### config.mk
export PLATFORM = sky130hd
export DESIGN_NAME = vlan_diffserv_table_access
export DESIGN_NICKNAME = d
export VERILOG_FILES = /design/src/pkg/vlan_diffserv_pkg.sv /design/src/verilog/vlan_diffserv_table_access.sv
export VERILOG_INCLUDE_DIRS = /design/src /design/src/pkg
export SDC_FILE = /design/constraint.sdc
export NUM_CORES = 1
export LEC_CHECK = 0
export BUFFER_PORTS_ARGS = -buffer_cell sky130_fd_sc_hd__buf_2
export CORE_MARGIN = 2
export CORE_UTILIZATION = 55
export CTS_CLUSTER_SIZE = 30
export DETAILED_ROUTE_END_ITERATION = 10
export PLACE_DENSITY = 0.69
export SETUP_SLACK_MARGIN = 0.2
export SYNTH_ARGS = -nofsm -noshare
export SYNTH_HDL_FRONTEND = slang
export SYNTH_SLANG_ARGS = --single-unit
### constraint.sdc
create_clock -name REF_CLK -period 14.44 [get_ports REF_CLK]
set_input_delay 2.166 -clock REF_CLK [delete_from_list [all_inputs] [get_ports REF_CLK]]
set_output_delay 2.166 -clock REF_CLK [all_outputs]
set_load 0.02 [all_outputs]
### src/pkg/vlan_diffserv_params.svh
`ifndef VLAN_DIFFSERV_PARAMS_SVH
`define VLAN_DIFFSERV_PARAMS_SVH

// ----------------------------------------------------------------
// register numbers
// ----------------------------------------------------------------
`define VDT_REG_VLAN_STATUS 16'h1810
`define VDT_REG_PRIO_CMD 16'h1811
`define VDT_REG_PRIO_WDATA 16'h1812
`define VDT_REG_PRIO_RDATA 16'h1813
`define VDT_REG_PRIO_STATUS 16'h1814

// ----------------------------------------------------------------
// field positions and sizes
// ----------------------------------------------------------------
`define VDT_RNW_BIT 7
`define VDT_PEND_BIT 0
`define VDT_PRIO_W 3
`define VDT_VID_W 12
`define VDT_FLAG_BASE 12
`define VDT_ENTRY_W 18
`define VDT_PORTS 3
`define VDT_VLAN_ENTRIES 16
`define VDT_PRIO_ENTRIES 64
`define VDT_RESET_VAL 32'h0000_0000

`endif

### src/pkg/vlan_diffserv_pkg.sv
package vlan_diffserv_pkg;

  // gray along idle -> access -> done
  typedef enum logic [1:0] {
    ST_IDLE = 2'b00,
    ST_ACCESS = 2'b01,
    ST_DONE = 2'b11
  } prio_state_t;

  typedef logic [2:0] port_vec_t;

endpackage

### src/verilog/vlan_diffserv_table_access.sv
`timescale 1ns/1ps
`include "vlan_diffserv_params.svh"

// Summary of operation
// - entry low twelve bits hold vlan identifier
// - per-port member and strip flags, reset clear
// - member admits ingress; else admit-nonmember option
// - ingress port's strip flag removes tag on every hybrid egress port
// - vlan pending flag set during access, self-clears
// - command register write launches table access
// - bit seven: one reads, zero writes
// - six-bit index selects table entry
// - read completion shown by pending flag clearing
// - table maps ToS/class to receive priority
// - write data priority stored on write command
// - read data shows last completed read
// - priority table not initialised at reset
module vlan_diffserv_table_access
  import vlan_diffserv_pkg::*;
#(
  parameter int VLAN_ENTRIES = `VDT_VLAN_ENTRIES,
  parameter int PRIO_ENTRIES = `VDT_PRIO_ENTRIES
) (
  input wire logic REF_CLK, // 10 MHz system clock
  input wire logic RST_B, // async reset, active low
  input wire logic CE, // clock enable, freezes state when low
  input wire logic [15:0] REG_ADDR, // register number
  input wire logic [31:0] REG_WDATA, // register write data
  input wire logic REG_WR, // register write strobe
  input wire logic REG_RD, // register read strobe
  output logic [31:0] REG_RDATA, // read data, one cycle after strobe
  input wire logic VLAN_CMD_GO, // vlan table command strobe
  input wire logic VLAN_CMD_RNW, // vlan command: 1 read, 0 write
  input wire logic [$clog2(VLAN_ENTRIES)-1:0] VLAN_CMD_INDEX, // entry
  input wire logic [`VDT_ENTRY_W-1:0] VLAN_WDATA, // entry to write
  output logic [`VDT_ENTRY_W-1:0] VLAN_RDATA, // entry last read
  input wire logic [`VDT_VID_W-1:0] ING_VID, // ingress frame vid
  input wire logic [1:0] ING_PORT, // ingress port number
  input wire logic [2:0] ADMIT_NONMEMBER, // admit_nonmember_cfg
  input wire logic [2:0] EGRESS_HYBRID, // egress_port_type_cfg
  output logic ING_ADMIT, // ingress frame admitted
  output logic [2:0] EGRESS_MEMBERS, // broadcast domain ports
  output logic [2:0] STRIP_PORTS, // egress ports removing tag
  input wire logic [$clog2(PRIO_ENTRIES)-1:0] TOS_INDEX, // rx ToS/class
  output logic [`VDT_PRIO_W-1:0] RX_PRIORITY // mapped priority
);

  localparam int VIDX_W = $clog2(VLAN_ENTRIES);
  localparam int PIDX_W = $clog2(PRIO_ENTRIES);

  // ----------------------------------------------------------------
  // reset release
  // ----------------------------------------------------------------
  logic [1:0] rst_sync;
  logic rst_n;

  always_ff @(posedge REF_CLK or negedge RST_B) begin
    if (!RST_B) begin
      rst_sync <= 2'b00;
    end else begin
      rst_sync <= {rst_sync[0], 1'b1};
    end
  end
  assign rst_n = rst_sync[1];

  // illegal port numbers select nothing
  function automatic logic port_bit(port_vec_t vec, logic [1:0] port);
    port_bit = (port < 2'(`VDT_PORTS)) ? vec[port] : 1'b0;
  endfunction

  // ----------------------------------------------------------------
  // vlan table
  // ----------------------------------------------------------------
  logic [`VDT_ENTRY_W-1:0] vlan_table [VLAN_ENTRIES];
  logic vlan_pend;
  logic vlan_rnw;
  logic [VIDX_W-1:0] vlan_index;
  logic [`VDT_ENTRY_W-1:0] vlan_wdata;

  // one access cycle; strobes while pending are dropped
  always_ff @(posedge REF_CLK or negedge rst_n) begin
    if (!rst_n) begin
      vlan_pend <= 1'b0;
      vlan_rnw <= 1'b0;
      vlan_index <= '0;
      vlan_wdata <= '0;
    end else if (CE) begin
      if (vlan_pend) begin
        vlan_pend <= 1'b0;
      end else if (VLAN_CMD_GO) begin
        vlan_pend <= 1'b1;
        vlan_rnw <= VLAN_CMD_RNW;
        vlan_index <= VLAN_CMD_INDEX;
        vlan_wdata <= VLAN_WDATA;
      end
    end
  end

  always_ff @(posedge REF_CLK or negedge rst_n) begin
    if (!rst_n) begin
      for (int i = 0; i < VLAN_ENTRIES; i++) begin
        vlan_table[i] <= '0;
      end
      VLAN_RDATA <= '0;
    end else if (CE && vlan_pend) begin
      if (vlan_rnw) begin
        VLAN_RDATA <= vlan_table[vlan_index];
      end else begin
        vlan_table[vlan_index] <= vlan_wdata;
      end
    end
  end

  // ----------------------------------------------------------------
  // vlan match and port flags
  // ----------------------------------------------------------------
  logic [VLAN_ENTRIES-1:0] vid_hit;
  port_vec_t hit_member;
  port_vec_t hit_strip;

  for (genvar g = 0; g < VLAN_ENTRIES; g++) begin : g_match
    assign vid_hit[g] = vlan_table[g][`VDT_VID_W-1:0] == ING_VID;
  end

  always_comb begin
    hit_member = '0;
    hit_strip = '0;
    for (int i = 0; i < VLAN_ENTRIES; i++) begin
      for (int p = 0; p < `VDT_PORTS; p++) begin
        if (vid_hit[i]) begin
          hit_member[p] = hit_member[p] |
            vlan_table[i][`VDT_FLAG_BASE + 2 * p + 1];
          hit_strip[p] = hit_strip[p] |
            vlan_table[i][`VDT_FLAG_BASE + 2 * p];
        end
      end
    end
  end

  always_ff @(posedge REF_CLK or negedge rst_n) begin
    if (!rst_n) begin
      ING_ADMIT <= 1'b0;
      EGRESS_MEMBERS <= '0;
      STRIP_PORTS <= '0;
    end else if (CE) begin
      ING_ADMIT <= port_bit(hit_member, ING_PORT) |
        port_bit(ADMIT_NONMEMBER, ING_PORT);
      EGRESS_MEMBERS <= hit_member;
      STRIP_PORTS <= EGRESS_HYBRID &
        {3{port_bit(hit_strip, ING_PORT)}};
    end
  end

  // ----------------------------------------------------------------
  // priority table access
  // ----------------------------------------------------------------
  // no reset on the array: contents are undefined until written
  logic [`VDT_PRIO_W-1:0] prio_table [PRIO_ENTRIES];
  prio_state_t state;
  logic pending;
  logic cmd_rnw;
  logic [PIDX_W-1:0] cmd_index;
  logic [`VDT_PRIO_W-1:0] wr_prio;
  logic [`VDT_PRIO_W-1:0] rd_prio;
  logic [`VDT_PRIO_W-1:0] rx_lookup;
  logic cmd_accept;
  logic [31:0] next_rdata;

  assign pending = state != ST_IDLE;
  // a command written while busy is dropped whole
  assign cmd_accept = CE && REG_WR && REG_ADDR == `VDT_REG_PRIO_CMD &&
    state == ST_IDLE;
  assign rx_lookup = prio_table[TOS_INDEX];

  always_ff @(posedge REF_CLK or negedge rst_n) begin
    if (!rst_n) begin
      state <= ST_IDLE;
    end else if (CE) begin
      unique case (state)
        ST_IDLE: begin
          if (cmd_accept) begin
            state <= ST_ACCESS;
          end
        end
        ST_ACCESS: state <= ST_DONE;
        ST_DONE: state <= ST_IDLE;
        default: state <= ST_IDLE;
      endcase
    end
  end

  always_ff @(posedge REF_CLK or negedge rst_n) begin
    if (!rst_n) begin
      cmd_rnw <= 1'b0;
      cmd_index <= '0;
    end else if (cmd_accept) begin
      cmd_rnw <= REG_WDATA[`VDT_RNW_BIT];
      cmd_index <= REG_WDATA[PIDX_W-1:0];
    end
  end

  always_ff @(posedge REF_CLK or negedge rst_n) begin
    if (!rst_n) begin
      wr_prio <= '0;
    end else if (CE && REG_WR && REG_ADDR == `VDT_REG_PRIO_WDATA) begin
      wr_prio <= REG_WDATA[`VDT_PRIO_W-1:0];
    end
  end

  always_ff @(posedge REF_CLK) begin
    if (rst_n && CE && state == ST_ACCESS && !cmd_rnw) begin
      prio_table[cmd_index] <= wr_prio;
    end
  end

  always_ff @(posedge REF_CLK or negedge rst_n) begin
    if (!rst_n) begin
      rd_prio <= '0;
      RX_PRIORITY <= '0;
    end else if (CE) begin
      if (state == ST_ACCESS && cmd_rnw)
        rd_prio <= prio_table[cmd_index];
      RX_PRIORITY <= rx_lookup;
    end
  end

  // ----------------------------------------------------------------
  // register read
  // ----------------------------------------------------------------
  always_comb begin
    next_rdata = `VDT_RESET_VAL;
    unique case (REG_ADDR)
      `VDT_REG_VLAN_STATUS: next_rdata[`VDT_PEND_BIT] = vlan_pend;
      `VDT_REG_PRIO_CMD: begin
        next_rdata[`VDT_RNW_BIT] = cmd_rnw;
        next_rdata[PIDX_W-1:0] = cmd_index;
      end
      `VDT_REG_PRIO_WDATA: next_rdata[`VDT_PRIO_W-1:0] = wr_prio;
      `VDT_REG_PRIO_RDATA: next_rdata[`VDT_PRIO_W-1:0] = rd_prio;
      `VDT_REG_PRIO_STATUS: next_rdata[`VDT_PEND_BIT] = pending;
      default: next_rdata = `VDT_RESET_VAL;
    endcase
  end

  always_ff @(posedge REF_CLK or negedge rst_n) begin
    if (!rst_n) begin
      REG_RDATA <= `VDT_RESET_VAL;
    end else if (CE && REG_RD) begin
      REG_RDATA <= next_rdata;
    end
  end

  // ----------------------------------------------------------------
  // assertions
  // ----------------------------------------------------------------
  property p_vlan_launch;
    @(posedge REF_CLK) disable iff (!rst_n)
      CE && VLAN_CMD_GO && !vlan_pend |=> vlan_pend;
  endproperty
  a_vlan_launch: assert property (p_vlan_launch)
    else $error("vlan command did not raise pending");
  property p_vlan_selfclear;
    @(posedge REF_CLK) disable iff (!rst_n)
      CE && vlan_pend |=> !vlan_pend;
  endproperty
  a_vlan_selfclear: assert property (p_vlan_selfclear)
    else $error("vlan pending did not clear");
  property p_vlan_write;
    @(posedge REF_CLK) disable iff (!rst_n)
      CE && vlan_pend && !vlan_rnw |=>
        vlan_table[$past(vlan_index)] == $past(vlan_wdata);
  endproperty
  a_vlan_write: assert property (p_vlan_write)
    else $error("vlan entry not stored");
  property p_launch;
    @(posedge REF_CLK) disable iff (!rst_n)
      cmd_accept |=> pending && cmd_rnw == $past(REG_WDATA[7]);
  endproperty
  a_launch: assert property (p_launch)
    else $error("command write did not launch access");
  property p_index;
    @(posedge REF_CLK) disable iff (!rst_n)
      cmd_accept |=> cmd_index == $past(REG_WDATA[5:0]);
  endproperty
  a_index: assert property (p_index)
    else $error("command index not captured");
  property p_done_clears;
    @(posedge REF_CLK) disable iff (!rst_n)
      CE && state == ST_DONE |=> !pending;
  endproperty
  a_done_clears: assert property (p_done_clears)
    else $error("pending not cleared after command");
  property p_read_result;
    @(posedge REF_CLK) disable iff (!rst_n)
      state == ST_DONE && cmd_rnw |-> rd_prio == prio_table[cmd_index];
  endproperty
  a_read_result: assert property (p_read_result)
    else $error("read data differs from table entry");
  property p_write_store;
    @(posedge REF_CLK) disable iff (!rst_n)
      state == ST_DONE && !cmd_rnw |-> prio_table[cmd_index] == wr_prio;
  endproperty
  a_write_store: assert property (p_write_store)
    else $error("write data not stored in table");
  // sampled rst_n skips the release edge; unfilled entries stay x
  property p_rx_map;
    @(posedge REF_CLK) disable iff (!rst_n)
      CE && rst_n |=> RX_PRIORITY === $past(rx_lookup);
  endproperty
  a_rx_map: assert property (p_rx_map)
    else $error("receive priority not from table");
  property p_admit;
    @(posedge REF_CLK) disable iff (!rst_n)
      CE && rst_n && port_bit(ADMIT_NONMEMBER, ING_PORT) |=> ING_ADMIT;
  endproperty
  a_admit: assert property (p_admit)
    else $error("non-member option did not admit frame");
  property p_reserved;
    @(posedge REF_CLK) disable iff (!rst_n)
      CE && REG_RD && REG_ADDR == `VDT_REG_PRIO_CMD |=>
        REG_RDATA[31:8] == 24'h0 && !REG_RDATA[6];
  endproperty
  a_reserved: assert property (p_reserved)
    else $error("reserved command bits not zero");

  c_read_cmd: cover property (@(posedge REF_CLK) disable iff (!rst_n)
    state == ST_DONE && cmd_rnw);
  c_write_cmd: cover property (@(posedge REF_CLK) disable iff (!rst_n)
    state == ST_DONE && !cmd_rnw);
  c_vlan_op: cover property (@(posedge REF_CLK) disable iff (!rst_n)
    vlan_pend && !vlan_rnw);
  c_strip: cover property (@(posedge REF_CLK) disable iff (!rst_n)
    STRIP_PORTS != 3'h0);

endmodule

* After elaboration in Yosys (flattened, before gate mapping) *
Memories as Yosys holds them, arrays and structs flattened. A register that Yosys moved wholly into a read port is not among the register bits.
Cells that the tools add are included.

cells by class
  magnitude comparators = 4
  equality and inequality tests = 23
  mux-type cells = 121
  bitwise gates (word level) = 95
  reduce and logical (&&, ||, !) cells = 21

operators by type and width
  operator                count
  $bwmux W288             1
  $eq A12 B12 Y1          16
  $mux W1                 107
  $or A1 B1 Y1            91
  $eq A16 B13 Y1 const B  5
  $bmux W18 S4            1
  $demux W18 S4           1
  $mux W18                3
  $logic_and A1 B1 Y1     11
  $reduce_and A2 Y1       4
  $bmux W1 S2             3
  $pmux W2 S3             1
  $ge A5 B5 Y1 const B    1
  $lt A5 B1 Y1 const B    1
  $not A4 Y5              1
  $pmux W1 S5             1
  $pmux W2 S2             1
  $and A3 B3 Y3           1
  $logic_not A1 Y1        3
  $lt A2 B3 Y1 const B    1
  $mux W3                 1
  $reduce_and A3 Y1       1
  $eq A2 B1 Y1 const B    1
  $logic_not A2 Y1        1
  5 further kinds         6

storage, ports and cells
  bits in registers = 358
  memory bits (writable) = 192
  input port bits = 103
  output and inout port bits = 60
  word-level logic and storage cells = 295
  memories kept = 1

memory list
  memory      depth  width  rd ports  clocked after memory_dff  write ports  line                               text
  prio_table  64     3      2         2                         1            vlan_diffserv_table_access.sv:158  logic [`VDT_PRIO_W-1:0] prio_table [PRIO_ENTRIES];

* Logic depth before layout (Yosys ltp) *
  word-level depth = 36
  gate-level depth with buffers = 11
  gate-level depth less buffers = 7

* Least setup slack after synthesis *
Ideal clock, no wire load.

  path kind = register to register
  start = register rst_sync[1]
  end = memory prio_table[24][0] in the netlist's numbering (enable)
  library setup time = 321 ps
  arrival = 9547 ps
  required time = 14119 ps
  path slack = 4573 ps
  stages on the path, launching flop included = 4
  buffers on the path = 0
  clock period less this slack = 9867 ps
  cell sequence = dfrtp_1 nor3b_1 nand2_1 nor2_1

between the ends
  cells in the longest elaborated chain, start to end = 5

ends and longest elaborated chain
  what                              line                               text
  start, declared                   vlan_diffserv_table_access.sv:54   logic [1:0] rst_sync;
  start signal, assigned            vlan_diffserv_table_access.sv:61   rst_sync <= {rst_sync[0], 1'b1};
  $logic_and A1 B1 Y1 (3 in a row)  vlan_diffserv_table_access.sv:211  if (rst_n && CE && state == ST_ACCESS && !cmd_rnw) begin
  $mux W1                           vlan_diffserv_table_access.sv:211
  $mux W1 (implied by the code)     vlan_diffserv_table_access.sv:212  prio_table[cmd_index] <= wr_prio;
  end, declared                     vlan_diffserv_table_access.sv:158

Every way passes these cells.

* Worst setup path in the final report *
  start = input ING_VID[2]
  end = register ING_ADMIT

between the ends
  cells in the longest elaborated chain, start to end = 36
  elaborated cells on any way between the ends = 113
  those cells by class = 16 x eq/ne; 51 x mux; 46 x bitwise

ends and longest elaborated chain
  what                             line                               text
  start, declared                  vlan_diffserv_table_access.sv:37   input wire logic [`VDT_VID_W-1:0] ING_VID,
  $eq A12 B12 Y1                   vlan_diffserv_table_access.sv:122  assign vid_hit[g] = vlan_table[g][`VDT_VID_W-1:0] == ING_VID;
  $mux W1                          vlan_diffserv_table_access.sv:130  if (vid_hit[i]) begin
  $or A1 B1 Y1                     vlan_diffserv_table_access.sv:131  hit_member[p] = hit_member[p] |
  $mux W1                          vlan_diffserv_table_access.sv:130
  $or A1 B1 Y1                     vlan_diffserv_table_access.sv:131
  $mux W1                          vlan_diffserv_table_access.sv:130
  $or A1 B1 Y1                     vlan_diffserv_table_access.sv:131
  $mux W1                          vlan_diffserv_table_access.sv:130
  [20 not listed]                  --
  $or A1 B1 Y1                     vlan_diffserv_table_access.sv:131
  $mux W1                          vlan_diffserv_table_access.sv:130
  $or A1 B1 Y1                     vlan_diffserv_table_access.sv:131
  $mux W1                          vlan_diffserv_table_access.sv:130
  $bmux W1 S2 *                    vlan_diffserv_table_access.sv:68   port_bit = (port < 2'(`VDT_PORTS)) ? vec[port] : 1'b0;
  $mux W1 (implied by the code) *  vlan_diffserv_table_access.sv:68
  $mux W1 *                        vlan_diffserv_table_access.sv:68
  $or A1 B1 Y1 *                   vlan_diffserv_table_access.sv:146  ING_ADMIT <= port_bit(hit_member, ING_PORT) |
  end signal, assigned             vlan_diffserv_table_access.sv:146
  end, declared                    vlan_diffserv_table_access.sv:41   output logic ING_ADMIT,

Mark *: on every way between the ends. The rest lies on a longest branch, timed or not. The select of a mux whose other input is x is not followed.
A chain may end at the register's enable or synchronous reset.

==> metrics <==
Critical R2R Launch vlan_index[0]$_DFFE_PN0P_; run status finished, final reports clean; CTS HTree Levels 2; Synth cell types 54; leakage dissipation approximately 13 nW; crit path capture ING_ADMIT$_DFFE_PN0P_; worst slack on hold paths roughly 0.28 ns; first-pass iteration count of the detailed router 6; transition at the pin with the smallest max-transition slack approximately 1.3 ns; Crit Path Class input pin to flop; area occupied by registers approximately 15,000 um^2; Fin. Hold Viols 0; count of maximum capacitance violations 0; number of cells traversed by the worst register-to-register path 3; peak clock frequency supported by timing about 220 MHz; horizontal extent of the die ~230 um; final clock skew roughly 0.021 ns; wire length of the first global-routing pass about 120,000 um; critical path endpoint category flop; Setup TNS Final 0 ns; violation count after the first detailed-routing iteration 1,925; Reg-to-Reg End vlan_table[15]$_DFFE_PN0P_; clock-pin slew on the worst setup and hold paths about 0.070 ns; post-cts gate resize count 0; maximum number of pins on one net before global-route repair 81; path category of the worst min-delay check flop to asynchronous set/reset pin; TritonCTS clock tree built; power density normalized to cell area about 150 nW/um^2; count of hold-fix buffers inserted at cts 0; worst slew margin relative to its limit 10.4%; CP cell instances buf_2, xor2_1, nor4_1, nand3_1, o2111ai_1, nor4_1, a22oi_1, o221a_1; Core ar. between 40,000 and 50,000 um^2; fraction of final layout cells sized beyond drive strength 1 approximately 35%; via count of the first global-routing pass 18,800; number of enable flip-flop cells after synthesis 192; fraction of registers with async set or reset after synthesis 65.5%; largest driver fanout on the critical path 16; FF-to-FF setup slack 10.72 ns; placer's final routability congestion estimate 0.941; netlist area before placement between 20,000 and 30,000 um^2; GRT Resource Usage Total 30.6%; Seq cells post-synth roughly 560; critical path's top delay family simple AND/OR/NAND/NOR gates; critical path launch point type input pin; post-detailed-routing wire length around 79,000 um; Ys Warns 0; RSZ-0062 raised after global routing false; count of final max-slew check failures 0; area of the die 52,300 um^2; maximum buffer depth of the clock tree 3; Detail Route Antenna Nets 0; antenna violations before repair 8; standard cell with the maximum stage delay on the critical path nor4_1; longest individual stage delay on the worst path 0.84 ns; critical path buffer and inverter count 1; area of the multi-input gates 12,200 um^2; main flop type after synthesis dfrtp_1; total number of cells along the worst setup path 8; effective utilization at floorplan 55.5%; Site Rows slightly above 80; data arrival time of the worst path 5.13 ns; worst vdd ir about 0.00012 V; TritonCTS sink count between 500 and 600; final-layout fill cell count 3,885; master cell of the clock root buffer clkbuf_16; Buffers on Ports ~110; Critical path origin ING_VID[2]; Final HPWL DP 54,200 um; shortest clock period the worst path allows after layout 4.56 ns; overall overflow remaining after global route 0; buffer count from post-CTS setup fixing 0; Final setup violation count 0; synthesized instance count 1,932; height of the chip between 200 and 250 um; Num CTS Buffers 58; sequential element share of the synthesized area 53.6%; clock insertion delay at the later pin of the skew report 0.64 ns; Ports between 150 and 200; vias post-DR approximately 18,000; average routed wire per standard cell 28.9 um; average vias per placed instance 6.63; synthesis-to-finish area growth 11.4%; required time at the worst-slack endpoint ~15 ns; post-route fraction of the period consumed by the critical path 31.6%; Avg Synthesized Cell Area 14.4 um^2; final layout net count 2,124; remaining design rule violation count 0; most common cell type on the critical path nor4_1
-- sequential cells by signal, summed over array words and instances (netlist names), 3 cells and up --
signal,flops
vlan_index,4
REG_RDATA,7
EGRESS_MEMBERS,3
STRIP_PORTS,3
prio_table,192
vlan_table,288
wr_prio,3
vlan_wdata,18
rd_prio,3
cmd_index,6
RX_PRIORITY,3
VLAN_RDATA,18
-- worst min path at each step --
| stage | from | to | slack, ns | depth (start not counted) |
|---|---|---|---|---|
| after detailed placement | rst_sync[1]$_DFF_PN0_ | cmd_rnw$_DFFE_PN0P_ | 0.28 | 0 |
| after CTS | rst_sync[1]$_DFF_PN0_ | REG_RDATA[7]$_DFFE_PN0P_ | 0.29 | 0 |
| after floorplan | rst_sync[0]$_DFF_PN0_ | rst_sync[1]$_DFF_PN0_ | 0.33 | 0 |
| after global routing | rst_sync[1]$_DFF_PN0_ | REG_RDATA[7]$_DFFE_PN0P_ | 0.31 | 0 |
| final | rst_sync[1]$_DFF_PN0_ | REG_RDATA[7]$_DFFE_PN0P_ | 0.28 | 0 |
| after global placement | rst_sync[1]$_DFF_PN0_ | REG_RDATA[7]$_DFFE_PN0P_ | 0.27 | 0 |
-- final cells by class --
cell class | count | area share, %
sequential | 556 | 48.1
multi-input combinational | 1209 | 39.3
clock buffer | 72 | 5.06
timing repair buffer | 166 | 3.12
tap | 672 | 2.72
clock inverter | 38 | 1.26
inverter | 30 | 0.364
antenna | 5 | 0.0405
-- cells by family (layout without fill, tap and decap cells) --
logic type / after synthesis / count (layout) / share of synthesized area [%]
AOI/OAI and AO/OA: 187 / 187 / 4.99
xor gates and xnor gates: 192 / 192 / 6.06
buffers and inverters: 191 / 306 / 3.12
DFF: 556 / 556 / 53.6
muxes: 496 / 496 / 26.4
other: 2 / 31 / 0.0271
and+or+nand+nor: 308 / 308 / 5.84
-- power breakdown --
part	total, W	internal, W	switching (W)
clock network	0.00154	0.000893	0.000643
registers	0.00220	0.00189	0.000312
logic	0.000892	0.000479	0.000413
-- per-stage QoR --
stage	total power (W)	cell area [um^2]	std cells	utilization [%]	setup WS, ns
global route	0.00481	30900	2748	61.9	9.79
CTS	0.00464	30900	2743	61.9	10.00
global placement	0.00307	29000	2633	58.0	9.37
finish	0.00463	30900	2748	61.9	9.88
detailed placement	0.00311	29000	2633	58.0	9.33
floorplan	0.00278	27800	1956	-	3.53
-- cells in the mapped netlist (29+ instances only) --
cell type  number  area [um^2]
nor2_1         85          319
dfrtp_1       364         9110
a22oi_1        97          728
xor2_1        192         1680
edfxtp_1      192         5770
inv_1          29          109
nand4_1        71          444
mux2_2        284         3200
mux2_1         58          653
nand2_1        39          146
nor4_1         52          325
buf_2          29          145
mux4_2        154         3470
clkbuf_1       86          323
-- layer usage --
layer | GRT usage, % | wire length [um] | up-vias
li1 | - | - | 7588
met1 | 39.4 | 30600 | 9494
met2 | 50.0 | 38700 | 919
met3 | 5.28 | 5730 | 218
met4 | 16.3 | 4260 | 6
met5 | 0 | 30 | -
-- cells in the final DEF (no fill, tap or decap), drive strengths merged, types with 6 or more instances in the layout --
cell,instances
xor2,192
mux2,342
nor3b,6
a41oi,13
nor4,52
inv,32
nand4,71
a21oi,9
mux4,154
o2111ai,10
nor3,6
nand2,39
dfrtp,364
clkbuf,72
nor2,85
bufinv,7
nand3,17
edfxtp,192
a22oi,97
conb,26
clkinv,24
buf,166
o21ai,22
a22o,6
and3,11
No activity file was read; power rests on OpenSTA's default activity.
